[config.mk]
export PLATFORM = sky130hd
export DESIGN_NAME = spcr_top
export DESIGN_NICKNAME = d
export VERILOG_FILES = /design/src/logic/spcr_pkg.sv /design/src/logic/spcr_top.sv
export VERILOG_INCLUDE_DIRS = /design/src /design/src/logic
export SDC_FILE = /design/constraint.sdc
export NUM_CORES = 2
export LEC_CHECK = 0
export BUFFER_PORTS_ARGS = -buffer_cell sky130_fd_sc_hd__buf_2
export CORE_ASPECT_RATIO = 0.8
export CORE_MARGIN = 1
export CORE_UTILIZATION = 50
export CTS_CLUSTER_SIZE = 30
export DETAILED_ROUTE_END_ITERATION = 12
export GPL_ROUTABILITY_DRIVEN = 0
export PLACE_DENSITY_LB_ADDON = 0.15
export SYNTH_ARGS = -nofsm -noshare
export SYNTH_HDL_FRONTEND = slang
export SYNTH_SLANG_ARGS = --single-unit
export TNS_END_PERCENT = 20
[constraint.sdc]
create_clock -name CLK_SYS -period 30.7 [get_ports CLK_SYS]
set_input_delay 3.07 -clock CLK_SYS [delete_from_list [all_inputs] [get_ports CLK_SYS]]
set_output_delay 3.07 -clock CLK_SYS [all_outputs]
set_load 0.01 [all_outputs]
[src/logic/spcr_defs.svh]
// Purpose: constants of the serial configuration port
// Assumes: 25 MHz system clock
// Notes:   offsets are register addresses in the 7-bit space
`ifndef SPCR_DEFS_SVH
`define SPCR_DEFS_SVH

`define SPCR_ADDR_W         7
`define SPCR_DEPTH          128
`define SPCR_RST_BYTE       8'h00
// spi and sysref mode register
`define SPCR_MODE_ADDR      7'h1F
`define SPCR_PULSE_MODE_BIT 0
`define SPCR_SRC_SEL_BIT    1
`define SPCR_RD_EDGE_BIT    2
`define SPCR_FOUR_WIRE_BIT  3
// sysref start register
`define SPCR_START_ADDR     7'h70
`define SPCR_START_BIT      0
// divider init and pll_request_a register
`define SPCR_ACT_ADDR       7'h71
`define SPCR_INIT_BIT       0
`define SPCR_PLL_REQUEST_A_BIT     1
// divider synchronisation time
`define SPCR_CLK_PERIOD_NS  40
`define SPCR_INIT_TIME_NS   400
`define SPCR_INIT_CYCLES    ((`SPCR_INIT_TIME_NS + `SPCR_CLK_PERIOD_NS - 1) / `SPCR_CLK_PERIOD_NS)
`define SPCR_INIT_CNT_W     4

`endif

[src/logic/spcr_pkg.sv]
// Purpose: types of the serial configuration port
// Assumes: nothing
// Notes:   phase of the current serial byte
package spcr_pkg;
  typedef enum logic [1:0] {
    SPCR_HDR,
    SPCR_WR,
    SPCR_RD
  } spcr_phase_e;
endpackage

[src/logic/spcr_top.sv]
// Purpose: serial configuration port slave with divider init, pll_request_a and sysref start
// Assumes: pins synchronous to CLK_SYS, serial clock well below half of CLK_SYS
// Notes:   register space is a 128 byte array
// Overview of operation
// - port starts in 3-wire mode; 4-wire only when four-wire select is set
// - 3-wire uses bidirectional data pin; 4-wire reads drive the separate output
// - chip select high floats the data pin and idles the port
// - serial input data is sampled on the rising clock edge
// - read data changes on falling edge, or rising edge with read-edge select
// - first byte is direction bit then seven address bits, LSB first
// - after a read header, load register and shift it out over 8 clocks
// - reads auto-increment and return successive registers while selected
// - a write stores the completed data byte into the addressed register
// - writes auto-increment the address for each further byte
// - init bit syncs dividers, holds outputs low, then clears itself
// - internal source: start bit produces pulses; host sets it each time
// - external source: pulses at next external rising edge after start
// - sysref start bit clears itself once acted on
`timescale 1ns/100ps
`include "spcr_defs.svh"
module spcr_top (
  // clock and reset
  input  wire logic CLK_SYS,
  input  wire logic RST,
  // serial port
  input  wire logic SCLK,
  input  wire logic CS_N,
  input  wire logic SERIAL_DATA_IO_I,
  output logic      SERIAL_DATA_IO_O,
  output logic      SERIAL_DATA_IO_OE,
  output logic      SDO_O,
  output logic      SDO_OE,
  // sysref
  input  wire logic EXTERNAL_SYSREF_INPUT,
  output logic      SYSREF_FIRE,
  output logic      SYSREF_PULSE_MODE,
  output logic      SYSREF_SOURCE_SELECT,
  // divider sync and pll
  output logic      OUTPUTS_HOLD_LOW,
  output logic      PLL_REQUEST_A,
  // port mode status
  output logic      FOUR_WIRE_SELECT,
  output logic      READ_EDGE_SELECT
);

  function automatic logic [`SPCR_ADDR_W-1:0] inc_addr(input logic [`SPCR_ADDR_W-1:0] a);
    inc_addr = `SPCR_ADDR_W'(a + 7'h01);
  endfunction

  logic [7:0]                  mem_ff [`SPCR_DEPTH];
  logic                        sclk_ff;
  logic                        sclk_prev_ff;
  logic                        cs_n_ff;
  logic                        sdi_ff;
  logic                        ext_ff;
  logic                        ext_prev_ff;
  spcr_pkg::spcr_phase_e       phase_ff;
  logic [2:0]                  bit_cnt_ff;
  logic [7:0]                  rx_sh_ff;
  logic [7:0]                  tx_sh_ff;
  logic [`SPCR_ADDR_W-1:0]     addr_ff;
  logic                        sdo_bit_ff;
  logic                        io_oe_ff;
  logic                        sdo_oe_ff;
  logic [`SPCR_INIT_CNT_W-1:0] init_cnt_ff;
  logic [`SPCR_INIT_CNT_W-1:0] nxt_init_cnt;
  logic                        hold_ff;
  logic                        pll_request_a_pulse_ff;
  logic                        fire_ff;

  // decode
  wire       rise        = sclk_ff & ~sclk_prev_ff & ~cs_n_ff;
  wire       fall        = ~sclk_ff & sclk_prev_ff & ~cs_n_ff;
  wire       byte_done   = rise & (bit_cnt_ff == 3'h7);
  wire [7:0] rx_byte     = {sdi_ff, rx_sh_ff[7:1]};
  wire       in_hdr      = (phase_ff == spcr_pkg::SPCR_HDR);
  wire       in_rd       = (phase_ff == spcr_pkg::SPCR_RD);
  wire       hdr_done    = byte_done & in_hdr;
  wire       wr_strobe   = byte_done & (phase_ff == spcr_pkg::SPCR_WR);
  wire       rd_load     = byte_done & ((in_hdr & rx_byte[0]) | in_rd);
  wire [`SPCR_ADDR_W-1:0] load_addr = in_hdr ? rx_byte[7:1] : inc_addr(addr_ff);
  wire [7:0] load_data   = mem_ff[load_addr];
  wire       four_wire   = mem_ff[`SPCR_MODE_ADDR][`SPCR_FOUR_WIRE_BIT];
  wire       rd_edge     = mem_ff[`SPCR_MODE_ADDR][`SPCR_RD_EDGE_BIT];
  wire       src_ext     = mem_ff[`SPCR_MODE_ADDR][`SPCR_SRC_SEL_BIT];
  wire       init_req    = mem_ff[`SPCR_ACT_ADDR][`SPCR_INIT_BIT];
  wire       pll_request_a_req  = mem_ff[`SPCR_ACT_ADDR][`SPCR_PLL_REQUEST_A_BIT];
  wire       start_req   = mem_ff[`SPCR_START_ADDR][`SPCR_START_BIT];
  wire       drive_edge  = in_rd & (rd_edge ? (rise & ~byte_done) : fall);
  wire       init_go     = init_req & (init_cnt_ff == '0);
  wire       init_end    = (init_cnt_ff == `SPCR_INIT_CNT_W'(1));
  wire       ext_rise    = ext_ff & ~ext_prev_ff;
  wire       sr_go       = start_req & (~src_ext | ext_rise);

  always_comb begin
    if (init_go) begin
      nxt_init_cnt = `SPCR_INIT_CNT_W'(`SPCR_INIT_CYCLES);
    end else if (init_cnt_ff != '0) begin
      nxt_init_cnt = `SPCR_INIT_CNT_W'(init_cnt_ff - 4'h1);
    end else begin
      nxt_init_cnt = init_cnt_ff;
    end
  end

  // pin sampling
  always_ff @(posedge CLK_SYS or posedge RST) begin
    if (RST) begin
      sclk_ff      <= 1'b0;
      sclk_prev_ff <= 1'b0;
      cs_n_ff      <= 1'b1;
      sdi_ff       <= 1'b0;
      ext_ff       <= 1'b0;
      ext_prev_ff  <= 1'b0;
    end else begin
      sclk_ff      <= SCLK;
      sclk_prev_ff <= sclk_ff;
      cs_n_ff      <= CS_N;
      sdi_ff       <= SERIAL_DATA_IO_I;
      ext_ff       <= EXTERNAL_SYSREF_INPUT;
      ext_prev_ff  <= ext_ff;
    end
  end

  // byte framing and address
  always_ff @(posedge CLK_SYS or posedge RST) begin
    if (RST) begin
      phase_ff   <= spcr_pkg::SPCR_HDR;
      bit_cnt_ff <= 3'h0;
      rx_sh_ff   <= 8'h00;
      addr_ff    <= 7'h00;
    end else if (cs_n_ff) begin
      phase_ff   <= spcr_pkg::SPCR_HDR;
      bit_cnt_ff <= 3'h0;
    end else if (rise) begin
      rx_sh_ff   <= rx_byte;
      bit_cnt_ff <= 3'(bit_cnt_ff + 3'h1);
      if (hdr_done) begin
        phase_ff <= rx_byte[0] ? spcr_pkg::SPCR_RD : spcr_pkg::SPCR_WR;
        addr_ff  <= rx_byte[7:1];
      end else if (byte_done) begin
        addr_ff  <= inc_addr(addr_ff);
      end
    end
  end

  // read shifter and pin drivers
  always_ff @(posedge CLK_SYS or posedge RST) begin
    if (RST) begin
      tx_sh_ff   <= 8'h00;
      sdo_bit_ff <= 1'b0;
      io_oe_ff   <= 1'b0;
      sdo_oe_ff  <= 1'b0;
    end else begin
      if (rd_load) begin
        tx_sh_ff <= rd_edge ? {1'b0, load_data[7:1]} : load_data;
        if (rd_edge) begin
          sdo_bit_ff <= load_data[0];
        end
      end else if (drive_edge) begin
        sdo_bit_ff <= tx_sh_ff[0];
        tx_sh_ff   <= {1'b0, tx_sh_ff[7:1]};
      end
      io_oe_ff  <= ~cs_n_ff & in_rd & ~four_wire;
      sdo_oe_ff <= ~cs_n_ff & in_rd & four_wire;
    end
  end

  // register file and self-clearing bits; a write in the clearing cycle wins
  always_ff @(posedge CLK_SYS or posedge RST) begin
    if (RST) begin
      for (int i = 0; i < `SPCR_DEPTH; i++) begin
        mem_ff[i] <= `SPCR_RST_BYTE;
      end
    end else begin
      if (init_end) begin
        mem_ff[`SPCR_ACT_ADDR][`SPCR_INIT_BIT] <= 1'b0;
      end
      if (pll_request_a_req) begin
        mem_ff[`SPCR_ACT_ADDR][`SPCR_PLL_REQUEST_A_BIT] <= 1'b0;
      end
      if (sr_go) begin
        mem_ff[`SPCR_START_ADDR][`SPCR_START_BIT] <= 1'b0;
      end
      if (wr_strobe) begin
        mem_ff[addr_ff] <= rx_byte;
      end
    end
  end

  // divider init, pll_request_a and sysref actions
  always_ff @(posedge CLK_SYS or posedge RST) begin
    if (RST) begin
      init_cnt_ff     <= '0;
      hold_ff         <= 1'b0;
      pll_request_a_pulse_ff <= 1'b0;
      fire_ff         <= 1'b0;
    end else begin
      init_cnt_ff     <= nxt_init_cnt;
      hold_ff         <= (nxt_init_cnt != '0);
      pll_request_a_pulse_ff <= pll_request_a_req;
      fire_ff         <= sr_go;
    end
  end

  assign SERIAL_DATA_IO_O     = sdo_bit_ff;
  assign SERIAL_DATA_IO_OE    = io_oe_ff;
  assign SDO_O                = sdo_bit_ff;
  assign SDO_OE               = sdo_oe_ff;
  assign SYSREF_FIRE          = fire_ff;
  assign SYSREF_PULSE_MODE    = mem_ff[`SPCR_MODE_ADDR][`SPCR_PULSE_MODE_BIT];
  assign SYSREF_SOURCE_SELECT = src_ext;
  assign OUTPUTS_HOLD_LOW     = hold_ff;
  assign PLL_REQUEST_A        = pll_request_a_pulse_ff;
  assign FOUR_WIRE_SELECT     = four_wire;
  assign READ_EDGE_SELECT     = rd_edge;

  // checks
  logic [`SPCR_ADDR_W-1:0] chk_wr_addr_ff;
  logic [7:0]              chk_wr_data_ff;

  always_ff @(posedge CLK_SYS or posedge RST) begin
    if (RST) begin
      chk_wr_addr_ff <= 7'h00;
      chk_wr_data_ff <= 8'h00;
    end else begin
      chk_wr_addr_ff <= addr_ff;
      chk_wr_data_ff <= rx_byte;
    end
  end
endmodule

======== Word-level counts from Yosys, hierarchy flattened ========
Cells that the tools add are included.
operators by class
  add/subtract/negate cells ............... 3
  $lt $le $gt $ge ......................... 3
  equal/unequal tests ..................... 5
  multiplexer cells ....................... 27
  bitwise logic cells ..................... 28
  reduce and logical (&&, ||, !) cells .... 13
operator list
  operator               number
  $bwmux W1024           1
  $mux W121              1
  $bmux W8 S7            1
  $demux W8 S7           1
  $mux W8                6
  $mux W7                3
  $and A1 B1 Y1          17
  $ge A8 B8 Y1 const B   2
  $not A7 Y8             2
  $lt A8 B1 Y1 const B   1
  $mux W2                4
  $mux W4                2
  $reduce_bool A2 Y1     4
  $reduce_bool A4 Y1     2
  $add A7 B1 Y7 const B  1
  $not A1 Y1             7
  $mux W1                6
  $mux W3                2
  $reduce_and A2 Y1      3
  $eq A4 B1 Y1 const B   1
  $logic_not A4 Y1       1
  $sub A4 B1 Y4 const B  1
  $add A3 B1 Y3 const B  1
  $eq A3 B3 Y1 const B   1
  other kinds (7)        8
storage, ports and cells
  register bits ........................... 1068
  output and inout bits ................... 11
  word-level logic and storage cells ...... 227

======== Depth between registers and ports, before layout ========
  depth after elaboration ................. 10
  depth in mapped cells ................... 15

======== Worst setup path before layout ========
No wires, ideal clock.
  path type ............................... reg2out
  from .................................... register sdo_bit_ff, in the netlist SDO_O
  to ...................................... output SERIAL_DATA_IO_O
  arrival time ............................ 0.553 ns
  required time ........................... 27.630 ns
  slack ................................... 27.077 ns
  cell stages (with the launch flop) ...... 2
  buffers on the path ..................... 1
  path through ............................ dfrtp_1 buf_4
RTL lines
  item                      line             source
  start: declaration        spcr_top.sv:62   logic sdo_bit_ff;
  start signal: assignment  spcr_top.sv:157  sdo_bit_ff <= load_data[0];
  start signal: assignment  spcr_top.sv:160  sdo_bit_ff <= tx_sh_ff[0];
  end: declaration          spcr_top.sv:29   output logic SERIAL_DATA_IO_O,
No word-level cell between the ends.

======== Worst setup path in the final report ========
  from .................................... register addr_ff[0]
  to ...................................... register tx_sh_ff[4]
between the ends
  longest elaborated chain between the ends .. 8
ends and longest elaborated chain
  item                                         line             source
  start: declaration                           spcr_top.sv:61   logic [`SPCR_ADDR_W-1:0] addr_ff;
  start signal: assignment                     spcr_top.sv:139  addr_ff <= rx_byte[7:1];
  start signal: assignment                     spcr_top.sv:141  addr_ff <= inc_addr(addr_ff);
  $add A7 B1 Y7                                spcr_top.sv:47   inc_addr = `SPCR_ADDR_W'(a + 7'h01);
  $mux W7                                      spcr_top.sv:81   wire [`SPCR_ADDR_W-1:0] load_addr = in_hdr ? rx_byte[7:1] : inc_addr(addr_ff);
  $not A7 Y8 (implied by the code)             spcr_top.sv:82   wire [7:0] load_data = mem_ff[load_addr];
  $bmux W8 S7                                  spcr_top.sv:82
  $mux W8 (implied by the code) (2 in series)  spcr_top.sv:82
  $mux W8                                      spcr_top.sv:155  tx_sh_ff <= rd_edge ? {1'b0, load_data[7:1]} : load_data;
  $mux W8                                      spcr_top.sv:154  if (rd_load) begin
  end signal: assignment                       spcr_top.sv:155
  end signal: assignment                       spcr_top.sv:161  tx_sh_ff <= {1'b0, tx_sh_ff[7:1]};
  end: declaration                             spcr_top.sv:60   logic [7:0] tx_sh_ff;
No other way between the ends. The select of a mux whose other input is x is not followed.
A chain may end at the register's enable or synchronous reset.

==> results_dict.tcl <==
set metrics [dict create \
    peak_fanout_along_the_critical_path 64 \
    synth-async-reset-ratio 1.000 \
    violation_count_after_the_first_detailed_routing_iteration 3183 \
    cpLargestDelayFamily "buffers and inverters" \
    grt_use_total 0.2811 \
    finalSetupTns_ns 0 \
    critical_path.endpoint_type "register" \
    clockBufferDepth 3 \
    count_leader_synth "dfrtp_1" \
    synthDominantAreaCellType "dfrtp_1" \
    count_of_flip_flops_with_a_built_in_enable_after_synthesis 0 \
    portBuffers 16 \
    timing.final.crit_period_ns 6.703 \
    initial_antenna_violation_count 2 \
    path_class "register to register" \
    die-area_sq_mm 0.1000 \
    post_synth.cell_area_avg_sq_um 12.88 \
    cts_tree "built" \
    insertedDiodeCount 0 \
    placedInstanceArea_sq_mm 0.05032 \
    numCtsBuffers 108 \
    postSynthCellCount 3835 \
    grt_setup_unrepaired "no" \
    nets 3746 \
    timing.rr.end "tx_sh_ff[4]" \
    totalWireLength_mm 139.1 \
    synth-seq-cells 1067 \
    route.antenna.remaining_nets 0 \
    synth.cells.most_frequent "dfrtp_1 (1066), mux2_2 (980), nand2_1 (431), clkbuf_1 (170), a21oi_1 (144)" \
    hold_start "mem_ff[113]" \
    synth_cell_type_count 70 \
    synth-seq-area-share 0.5407 \
    mappedNetlistNets 3846 \
    cts.sinks 1067 \
    fin_worst_skew_ns 0.02473 \
    cellLeakagePower_nw 25.74 \
    die_width_um 353.4 \
    avgRoutedWirePerCell_um 27.15 \
    place.detailed.hpwl_mm 85.99 \
    post_cts.repair.setup_buffers 0 \
    outcome "complete, no violations" \
    worst_ir_drop_vdd_uv 52.57 \
    dr_total_vias 32340 \
    setup.reg_to_reg.worst_slack_ns 24.00 \
    clk_transition_reported_paths_ns 0.07 \
    number_of_synthesis_warnings 0 \
    cts.root.buffer_cell "clkbuf_16" \
    area.growth.synth_to_final_pct 9.252 \
    hold-path-endpoint "PLL_REQUEST_A" \
    slew_headroom 0.2231 \
    post_synth_main_area_contributors "dfrtp_1 (54%), mux2_2 (22%), mux4_2 (5.2%), nand2_1 (3.3%), a21oi_1 (1.5%)" \
    drc 0 \
    startpoint_type "register" \
    n_fill_cell 8157 \
    yosysTopAreaCellShare 0.5401 \
    ctsHoldBuffers 0 \
    floorplan.rows 102 \
    p_per_area_mw_per_mm2 69.61 \
    rr_worst_depth 14 \
    crit_arrival_ns 7.29 \
    floorplan.die.height_um 283.1 \
    max_cap_viol_count 0 \
    detail_route.vias_per_cell 6.311 \
    path_common_cell "buf_4" \
    finalMaxSlewViolations 0 \
    maxClockFrequency_ghz 0.1492 \
    syn_area_sq_mm 0.04939 \
    timing_hold_violations_final 0 \
    regArea_sq_mm 0.02673 \
    grt_pass1_wl_mm 214.6 \
    final_area_sq_mm 0.05396 \
    clk_latency_ns 0.70 \
    path_cells "ha_1 > o21ai_4 > buf_4 > and2_4 > buf_4 > buf_4 > buf_4 > mux2i_1 > a221oi_1 > a21oi_1 > o22ai_1 > a221oi_1 > nand4_1 > o221a_2" \
    final.period_utilization 0.2183 \
    holdCritPathClass "register to register" \
    io_pins 17 \
    r2r_start "addr_ff[0]" \
    max_stage_delay_ns 0.81 \
    post_route_cells_drive_above_1_share 0.3640 \
    critical_path_buf_inv_count 4 \
    worst-endpoint-required_ns 31.29 \
    timing.critical_path.slowest_stage_cell "buf_4" \
    synth_flop_cell "dfrtp_1" \
    cts_resized 0 \
    setup_violations 0 \
    multi_input_comb_area_sq_mm 0.02130 \
    min_path_cells 0 \
    vias_in_the_first_global_route 32300 \
    grt-ovfl-total 0 \
    h-tree-depth 3 \
    drt-pass1-iter-count 6 \
    grt_max_degree 162 \
    worst_pin_slew_ns 1.160 \
    placeableCoreArea_sq_mm 0.09738 \
    initial_utilization 0.5072 \
]
[worst max path at each step]
stage | cells after the start | endpoint | from | slack, ns
4_1_cts | 14 | tx_sh_ff[4] | addr_ff[0] | 24.10
3_5_place_dp | 6 | rx_sh_ff[6] | RST | 23.39
6_report | 14 | tx_sh_ff[4] | addr_ff[0] | 24.00
5_1_grt | 6 | rx_sh_ff[6] | RST | 23.69
2_1_floorplan | 1 | FOUR_WIRE_SELECT | RST | 12.92
3_3_place_gp | 6 | rx_sh_ff[6] | RST | 23.40
[flip-flops by register name, indices dropped and copies added (netlist names), 2 cells and up]
name         count
tx_sh_ff         8
phase_ff         2
bit_cnt_ff       3
mem_ff        1019
addr_ff          7
init_cnt_ff      4
rx_sh_ff         7
[per-layer routing]
| layer | global-route usage | vias up | routed length, um |
|---|---|---|---|
| met5 | 0 | - | 13 |
| met1 | 0.4420 | 17130 | 66360 |
| li1 | - | 13900 | - |
| met2 | 0.3919 | 1092 | 58820 |
| met3 | 0.05862 | 224 | 10510 |
| met4 | 0.07381 | 2 | 3386 |
[power by group]
part           switching, mW  leakage, nW  internal, mW  total, mW
Sequential            0.0378         14.9          1.41       1.45
Combinational          0.720         9.06         0.225      0.945
Clock                  0.579         1.81         0.782       1.36
Total                   1.34         25.7          2.42       3.76
[worst reg2reg max path, cell delays in order, from the launching register on]
cell,delay [ns]
dfrtp_1,0.49
ha_1,0.38
o21ai_4,0.06
buf_4,0.53
and2_4,0.91
buf_4,0.65
buf_4,0.87
buf_4,0.68
mux2i_1,0.29
a221oi_1,0.11
a21oi_1,0.19
o22ai_1,0.15
a221oi_1,0.70
nand4_1,0.25
o221a_2,0.32
[per-stage QoR]
stage               std cells  hold WS, ns  utilization  total power, mW  setup WS (ns)
floorplan                3835       0.3535            -            2.081          12.92
global placement         4925       0.3727       0.5168            2.409          23.40
detailed placement       4925       0.3781       0.5168            2.406          23.39
CTS                      5124       0.3889       0.5541            3.763          24.10
global route             5124       0.3821       0.5541            3.884          23.69
finish                   5124       0.3801       0.5541            3.756          24.00
[cell usage in the layout, fill, tap and decap left out, drive strengths merged, types with 4 or more instances in the layout]
cell,synthesis,routed
a22oi,45,45
nand4,17,17
o21a,4,4
a221oi,29,29
o21ai,122,122
or3b,5,5
a32o,8,8
o221a,4,4
nor3,16,16
nor2,108,108
nor2b,8,8
nand2b,8,8
bufinv,0,9
a211oi,93,93
buf,124,84
dfrtp,1066,1066
a31oi,23,23
and2,7,7
clkinv,0,28
ha,5,5
and3,89,89
a32oi,15,15
mux2i,34,34
inv,10,14
a22o,24,24
o22ai,13,13
and3b,4,4
nand3,34,34
mux4,115,115
clkbuf,170,157
or3,9,9
a311oi,14,14
mux2,982,982
nand2,432,432
a21oi,144,144
a222oi,6,6
[final cells by class]
cell class              instances  area share
multi-input cells            2464      0.3947
clock buffers                 157     0.05776
well taps                    1300     0.03015
inverters                      10   0.0007652
flip-flops and latches       1067      0.4954
clock inverters                42    0.009600
repair buffers                 84     0.01164
[kinds of logic (layout without fill, tap and decap cells)]
family / count (synthesis) / after routing / share of synthesized area
AND/OR/NAND/NOR: 746 / 746 / 0.06673
buffers and inverters: 304 / 293 / 0.02962
XOR/XNOR: 3 / 3 / 0.0005321
adder cells (fa/ha/maj): 5 / 5 / 0.001267
AO/OA/AOI/OAI: 579 / 579 / 0.07788
multiplexers: 1131 / 1131 / 0.2833
flip-flops: 1067 / 1067 / 0.5407
(Power assumes the default switching activity.)
